File: src/conv_two_pkg.sv
// Package with register layout, reset values and timing for converter two.
package conv_two_pkg;

    // Register address of the control register in the special register space.
    localparam logic [7:0] CTRL_ADDR      = 8'hE8;
    // Value of the control register after reset.
    localparam logic [7:0] CTRL_RESET     = 8'h00;

    // Bit positions within the control register.
    localparam int ENABLE_POS     = 7;
    localparam int TRACK_MODE_POS = 6;
    localparam int DONE_POS       = 5;
    localparam int BUSY_POS       = 4;
    localparam int MODE_HI_POS    = 3;
    localparam int MODE_LO_POS    = 1;
    localparam int WINDOW_POS     = 0;

    // Start-mode codes.
    localparam logic [2:0] MODE_SOFT      = 3'h0;
    localparam logic [2:0] MODE_TIMER3    = 3'h1;
    localparam logic [2:0] MODE_EXT_PIN   = 3'h2;
    localparam logic [2:0] MODE_TIMER2    = 3'h3;

    // Timed tracking length in converter clock periods.
    localparam int TRACK_PERIODS  = 3;
    // Converter clock periods taken by one conversion.
    localparam int CONV_PERIODS   = 16;
    // System clocks per converter clock period (default divider).
    localparam int CONV_CLK_DIV   = 4;

    // Sequencer states.
    typedef enum logic [1:0] {
        ST_IDLE,
        ST_TRACK,
        ST_CONVERT
    } seq_state_t;

endpackage

File: src/conv_two_ctrl.sv
// Start control, busy status and flags of the secondary converter.
`timescale 1ns/1ps
`default_nettype none
module conv_two_ctrl #(
    parameter int DIV        = conv_two_pkg::CONV_CLK_DIV,
    parameter int CONV_LEN   = conv_two_pkg::CONV_PERIODS
) (
    input  wire logic       CLK,
    input  wire logic       RST,
    input  wire logic [7:0] SFR_ADDR,
    input  wire logic       SFR_WR,
    input  wire logic [7:0] SFR_WDATA,
    input  wire logic       SFR_RD,
    output logic      [7:0] SFR_RDATA,
    input  wire logic       PRIMARY_BUSY_WRITE,
    input  wire logic       TIMER3_OVERFLOW,
    input  wire logic       TIMER2_OVERFLOW,
    input  wire logic       EXT_CONVERT_START,
    input  wire logic       WINDOW_MATCH,
    output logic            CONVERTER_POWERED,
    output logic            TRACKING,
    output logic            CONVERTING,
    output logic            CONVERT_DONE
);
    import conv_two_pkg::*;

    // Whole module state in one packed struct.
    typedef struct packed {
        logic       enable;     // Converter enable bit.
        logic       track_mode; // Low-power track mode bit.
        logic       done;       // Conversion complete flag.
        logic [2:0] mode;       // Start-mode field.
        logic       window;     // Window compare flag.
        seq_state_t seq;        // Sequencer state.
        logic [7:0] periods;    // Converter periods left in current phase.
        logic       ext_prev;   // Previous level of the start pin.
        logic [7:0] rdata;      // Read data register.
        logic       powered;    // Power output.
        logic       tracking;   // Tracking output.
        logic       converting; // Busy output.
        logic       cdone;      // Completion pulse output.
    } ctrl_state_t;

    // The state and its next value; only s_reg is held in flip-flops.
    ctrl_state_t s_reg;  // Registered state.
    ctrl_state_t s_next; // Next state.
    logic        tick;   // One pulse per converter clock period.

    // Converter clock runs only while a phase is under way. Holding the
    // divider cleared while idle makes every phase that starts from idle
    // begin on a fresh converter clock, so the timed track is never cut short.
    conv_two_tick #(
        .DIV (DIV)
    ) u_tick (
        .clk  (CLK),
        .rst  (RST),
        .run  (s_reg.enable && s_reg.seq != ST_IDLE),
        .tick (tick)
    );

    // Pack the control register for reads. The busy bit is not stored;
    // it is read back from the sequencer so that it can never disagree
    // with the converting output.
    function automatic logic [7:0] pack_ctrl(input ctrl_state_t s);
        pack_ctrl = {s.enable, s.track_mode, s.done,
                     s.seq == ST_CONVERT, s.mode, s.window};
    endfunction

    // Next-state logic for register writes, start selection and sequencing.
    always_comb begin
        logic ctrl_wr;    // Write to the control register this cycle.
        logic busy_write; // Software wrote one to the busy bit.
        logic ext_rise;   // Rising edge on the start pin.
        logic start_evt;  // Selected start event.
        logic conv_end;   // Conversion finishes this cycle.
        ctrl_wr    = 1'b0;
        busy_write = 1'b0;
        ext_rise   = 1'b0;
        start_evt  = 1'b0;
        conv_end   = 1'b0;
        s_next     = s_reg;

        // Decode this cycle's events. A busy write is judged against the
        // mode held before the write, so a write that changes the mode
        // and sets the busy bit starts with the old code.
        ctrl_wr    = SFR_WR && SFR_ADDR == CTRL_ADDR;
        busy_write = ctrl_wr && SFR_WDATA[BUSY_POS];
        ext_rise   = EXT_CONVERT_START && !s_reg.ext_prev;
        // Remember the pin level for next cycle's edge test.
        s_next.ext_prev = EXT_CONVERT_START;

        // Register write; flag bits accept software writes.
        // The busy bit is not stored: a one is only a start event and a
        // zero does nothing at all.
        if (ctrl_wr) begin
            s_next.enable     = SFR_WDATA[ENABLE_POS];
            s_next.track_mode = SFR_WDATA[TRACK_MODE_POS];
            s_next.done       = SFR_WDATA[DONE_POS];
            s_next.mode       = SFR_WDATA[MODE_HI_POS:MODE_LO_POS];
            s_next.window     = SFR_WDATA[WINDOW_POS];
        end

        // Pick the start event for the current mode code.
        // Codes with the top bit set follow the primary converter's starts.
        if (s_reg.mode[2]) begin
            start_evt = PRIMARY_BUSY_WRITE;
        end else begin
            case (s_reg.mode)
                MODE_SOFT:    start_evt = busy_write;
                MODE_TIMER3:  start_evt = TIMER3_OVERFLOW;
                MODE_EXT_PIN: start_evt = ext_rise;
                MODE_TIMER2:  start_evt = TIMER2_OVERFLOW;
                default:      start_evt = 1'b0;
            endcase
        end

        // Sequencer.
        case (s_reg.seq)
            ST_IDLE: begin
                // Low-power codes other than the pin code track first.
                if (s_reg.enable && start_evt) begin
                    if (s_reg.track_mode &&
                        s_reg.mode != MODE_EXT_PIN) begin
                        s_next.seq     = ST_TRACK;
                        s_next.periods = 8'(TRACK_PERIODS);
                    end else begin
                        // The pin code already tracked while it was low.
                        s_next.seq     = ST_CONVERT;
                        s_next.periods = 8'(CONV_LEN);
                    end
                end
            end
            ST_TRACK: begin
                // Conversion follows the timed track immediately.
                if (tick && s_reg.periods == 8'h01) begin
                    s_next.seq     = ST_CONVERT;
                    s_next.periods = 8'(CONV_LEN);
                end else if (tick) begin
                    s_next.periods = s_reg.periods - 8'h01;
                end
            end
            ST_CONVERT: begin
                // The last converter period ends the conversion.
                if (tick && s_reg.periods == 8'h01) begin
                    s_next.seq = ST_IDLE;
                    conv_end   = 1'b1;
                end else if (tick) begin
                    s_next.periods = s_reg.periods - 8'h01;
                end
            end
            default: begin
                // Unused state encoding; recover to idle.
                s_next.seq = ST_IDLE;
            end
        endcase

        // Disabling aborts any activity.
        // A conversion cut short this way does not set the done flag.
        if (!s_reg.enable) begin
            s_next.seq = ST_IDLE;
        end

        // Hardware sets win over software clears.
        // A completion and a clear in the same cycle leave the flag set.
        if (conv_end) begin
            s_next.done = 1'b1;
        end
        if (conv_end && WINDOW_MATCH) begin
            s_next.window = 1'b1;
        end

        // Outputs from next state so each output is a flip-flop.
        s_next.powered    = s_next.enable;
        s_next.converting = s_next.seq == ST_CONVERT;
        if (!s_next.enable) begin
            // Shutdown: nothing is tracked.
            s_next.tracking = 1'b0;
        end else if (!s_next.track_mode) begin
            // Normal mode tracks whenever it is not converting.
            s_next.tracking = s_next.seq != ST_CONVERT;
        end else if (s_next.mode == MODE_EXT_PIN) begin
            // Pin code: track while idle and the pin is low.
            s_next.tracking = s_next.seq == ST_IDLE &&
                              !EXT_CONVERT_START;
        end else begin
            // Timed codes: track only during the timed phase.
            s_next.tracking = s_next.seq == ST_TRACK;
        end
        // Done pulse marks the cycle in which the busy bit falls.
        s_next.cdone = conv_end;
        // Reads return the state after this edge, so a read in the cycle
        // a conversion ends already shows busy clear. Others read zero.
        s_next.rdata = (SFR_RD && SFR_ADDR == CTRL_ADDR) ?
                       pack_ctrl(s_next) : 8'h00;
    end

    // Register the whole state.
    always_ff @(posedge CLK) begin
        if (RST) begin
            s_reg <= '0;
        end else begin
            s_reg <= s_next;
        end
    end

    // Every output comes straight from a field of the registered state.
    assign SFR_RDATA         = s_reg.rdata;
    assign CONVERTER_POWERED = s_reg.powered;
    assign TRACKING          = s_reg.tracking;
    assign CONVERTING        = s_reg.converting;
    assign CONVERT_DONE      = s_reg.cdone;
endmodule
`default_nettype wire

File: src/conv_two_tick.sv
// Divider that makes the converter clock tick from the system clock.
`timescale 1ns/1ps
`default_nettype none
module conv_two_tick #(
    parameter int DIV = conv_two_pkg::CONV_CLK_DIV
) (
    input  wire logic clk,
    input  wire logic rst,
    input  wire logic run,
    output logic      tick
);
    import conv_two_pkg::*;

    // Divider state kept as one packed struct.
    typedef struct packed {
        logic [7:0] count;
        logic       tick;
    } tick_state_t;

    tick_state_t state_reg;  // Registered divider state.
    tick_state_t state_next; // Next divider state.

    // Count system clocks and pulse once per converter period while running.
    always_comb begin
        state_next      = state_reg;
        state_next.tick = 1'b0;
        if (!run) begin
            state_next.count = 8'h00;
        end else if (state_reg.count == 8'(DIV - 1)) begin
            state_next.count = 8'h00;
            state_next.tick  = 1'b1;
        end else begin
            state_next.count = state_reg.count + 8'h01;
        end
    end

    // Register the divider state.
    always_ff @(posedge clk) begin
        if (rst) begin
            state_reg <= '0;
        end else begin
            state_reg <= state_next;
        end
    end

    assign tick = state_reg.tick;
endmodule
`default_nettype wire

File: config.mk
export PLATFORM = sky130hd
export DESIGN_NAME = conv_two_ctrl
export DESIGN_NICKNAME = d
export VERILOG_FILES = /design/src/conv_two_pkg.sv /design/src/conv_two_ctrl.sv /design/src/conv_two_tick.sv
export SDC_FILE = /design/constraint.sdc
export NUM_CORES = 1
export LEC_CHECK = 0
export BUFFER_PORTS_ARGS = -buffer_cell sky130_fd_sc_hd__buf_2
export CORE_MARGIN = 1
export CORE_UTILIZATION = 45
export CTS_CLUSTER_DIAMETER = 200
export DETAILED_ROUTE_END_ITERATION = 8
export HOLD_SLACK_MARGIN = 0.08
export PLACE_DENSITY = 0.69
export SYNTH_ARGS = -nofsm -noshare
export SYNTH_HDL_FRONTEND = slang
export SYNTH_HIERARCHICAL = 1
export SYNTH_SLANG_ARGS = --single-unit
export TNS_END_PERCENT = 5
File: constraint.sdc
create_clock -name CLK -period 1.85 [get_ports CLK]
set_input_delay 0.2775 -clock CLK [delete_from_list [all_inputs] [get_ports CLK]]
set_output_delay 0.2775 -clock CLK [all_outputs]
set_load 0.005 [all_outputs]
==> flow_summary_export.csv <==
group,metric,value,unit
final_layout,finalNetCount,329,
clocking,htree_levels,2,
run_status,status,"finished with violations",
clocking,cts_tree,"done",
floorplanning,initial_core_util,0.4849,
setup_path,critPathLaunchType,"flip-flop",
final_layout,mostFrequentLayoutCells,"buf_4 (43), buf_2 (36), dfxtp_1 (34), nor2_1 (25), a21oi_1 (13)",
timing,setup_viol,3,
timing,whs,0.2042,ns
floorplanning,fp.dieH,68.83,µm
route,antenna_left,0,
yosys,synth_top_cell_by_area,"dfxtp_1",
final_layout,drive_gt1_frac,0.3872,
timing,finalHoldViolCount,0,
placed_design,port_buffers,36,
run,maxCapViolCount,0,
final_layout,syn_to_final_growth,32.81,%
floorplanning,io_pins,37,
setup_path,crit_arrival,2.04,ns
final_layout,n_antenna_cell,0,
setup_path,worstPathRequired,2.01,ns
yosys,yosys-top-cells-area,"dfxtp_1 (38%), ha_1 (5.0%), nor2_1 (4.7%)",
global_routing,grt_pass1_wl,7824,µm
route,drc,0,
pwr,p_leak,1.196,nW
yosys,synth_top_area_frac,0.3786,
floorplanning,design.die.area,0.004737,mm²
timing,fin_setup_tns,-0.03320,ns
final_layout,fin_cells,347,
yosys,synth_seq_cells,38,
clocking,cts.reportedPaths.clkPinSlew,0.07,ns
yosys,yosysSeqAreaShare,0.3786,
timing,fin_crit_sh,1.012,
yosys,syn_inst,222,
run_status,violations,"setup timing",
pwr,peakVddDrop,0.3278,mV
route,finalWirelength,4743,µm
route,dr.first_iter.drc_count,173,
timing,fmax,0.5341,GHz
final_layout,nFillCells,356,
timing,drv_slew,0,
global_routing,overflow,0,
global_routing,grt_max_degree,19,
setup_path,crit_type,"flip-flop to flip-flop",
timing,min_period,1.872,ns
hold_path,hp-class,"input port to flip-flop",
clocking,cts_sinks,38,
route,firstDrtPassIters,4,
global_routing,antenna_found_initial,0,
pwr,pwr_density_cell,578.5,mW/mm²
clocking,root_buffer,"clkbuf_8",
clocking,numCtsBuffers,5,
timing,rsz0062_at_grt,"yes",
clocking,clk_latency,0.29,ns
placed_design,dp.cells,334,
yosys,synthFlopType,"dfxtp_1",
yosys,async_flop_share,0,
setup_path,cp_max_fo,4,
placed_design,gp_congestion,0.8839,
yosys,ys_types,56,
final_layout,postLayoutCoreUtil,0.6440,
yosys,netlist_area,0.002009,mm²
timing,slew_headroom,0.7229,
floorplanning,die_w,68.83,µm
floorplanning,row_count,23,
setup_path,end_kind,"flip-flop",
yosys,syn-num-nets,255,
global_routing,first_global_vias,1775,
timing,fin_worst_skew,0.005458,ns
yosys,yosysWarningCount,6,
floorplanning,fp.coreArea,0.004144,mm²
route,vias,1851,
yosys,synth_edf_count,0,
final_layout,largest_reg_flops,17,
yosys,avgSynthCellArea,9.051,µm²
global_routing,grt_usage,0.2270,
timing,layout_setup_ws,-0.02232,ns
route,viasPerCell,5.334,
route,routedWlPerCell,13.67,µm
placed_design,place_ws,-0.1905,ns
final_layout,final_common_cell,"buf_4",
timing,tightest_slew,0.4126,ns
clocking,cts.path.max_buffers,2,
placed_design,dp_hpwl,3594,µm
==> what timing repair did <==
| item | CTS | global route |
|---|---|---|
| gates resized for setup | 9 | 5 |
| pin swaps | 9 | 5 |
| setup endpoints to repair | 12 | 13 |
| hold buffers | 0 | 0 |
| setup buffers | 4 | 1 |
==> cell type report <==
type,instances,area [µm²],share of cell area
Timing Repair Buffer,79,503.0,0.1885
Multi-Input combinational cell,162,1190,0.4459
Sequential cell,38,765.7,0.2869
Clock buffer,8,110.1,0.04126
Tap cell,50,62.56,0.02344
Inverter,10,37.54,0.01406
==> path summary, 6_finish.rpt <==
check        cells after the start           startpoint             endpoint  slack (ns)
min reg2reg                      1  u_tick/state_reg[1]  u_tick/state_reg[1]        0.48
max                              6            s_reg[25]             TRACKING       -0.02
min                              2                  RST            s_reg[12]        0.20
max reg2reg                      6            s_reg[25]             TRACKING       -0.02
==> cells in the mapped netlist, types with 2 or more instances <==
| cell | count |
|---|---|
| nor4bb_1 | 2 |
| or3_1 | 4 |
| inv_1 | 10 |
| nor4_1 | 3 |
| nand2_1 | 7 |
| dfxtp_1 | 38 |
| buf_4 | 8 |
| o22ai_1 | 2 |
| nand2b_1 | 3 |
| nor2b_1 | 4 |
| o32ai_1 | 2 |
| nor4b_1 | 2 |
| nand4_1 | 5 |
| nor3_1 | 6 |
| o21ai_0 | 13 |
| and4_1 | 3 |
| o211ai_1 | 5 |
| a21oi_1 | 15 |
| xor2_1 | 2 |
| a21o_1 | 4 |
| nand3_1 | 7 |
| mux2i_1 | 9 |
| ha_1 | 8 |
| nor2_1 | 25 |
| clkbuf_8 | 2 |
| xnor2_1 | 2 |
| a32o_1 | 2 |
==> where the power goes <==
group | leakage [nW] | internal, mW | switching [mW]
Sequential | 0.308 | 0.819 | 0.00108
Clock | 0.0575 | 0.376 | 0.289
Combinational | 0.831 | 0.0307 | 0.0278
Total | 1.20 | 1.23 | 0.318
==> cells by family (layout without fill, tap and decap cells) <==
kind of cell             count (synthesis)  after routing  synth area share
AND/OR/NAND/NOR                         81             81            0.2391
XOR/XNOR                                 4              4           0.01744
flip-flops                              38             38            0.3786
adder cells (fa/ha/maj)                  8              8           0.04982
multiplexers                            10             10           0.05044
buffers and inverters                   22             97           0.06974
AO/OA/AOI/OAI                           59             59            0.1949
==> through the flow <==
step | total power [mW] | area, µm²
2_1_floorplan | 0.8574 | 2042
3_3_place_gp | 0.8935 | 2467
3_5_place_dp | 0.8943 | 2467
4_1_cts | 1.563 | 2639
5_1_grt | 1.598 | 2669
6_report | 1.544 | 2669
==> metal layers <==
layer	wire length [µm]	vias to the layer above	GRT usage	part of all wire
li1	-	958	-	-
met3	180	8	0.05592	0.038
met4	61	0	0.07143	0.013
met1	2325	843	0.2870	0.49
met2	2175	42	0.3775	0.46
met5	0	-	0	0
==> worst max-delay path: stages, from the launching register on <==
cell and delay (ns):
dfxtp_2 0.36, mux2_2 0.38, a211o_1 0.33, o21ai_2 0.17, o211ai_1 0.16, o211ai_1 0.23, mux2i_1 0.11
Note: power is estimated with default switching activity, not from simulation.
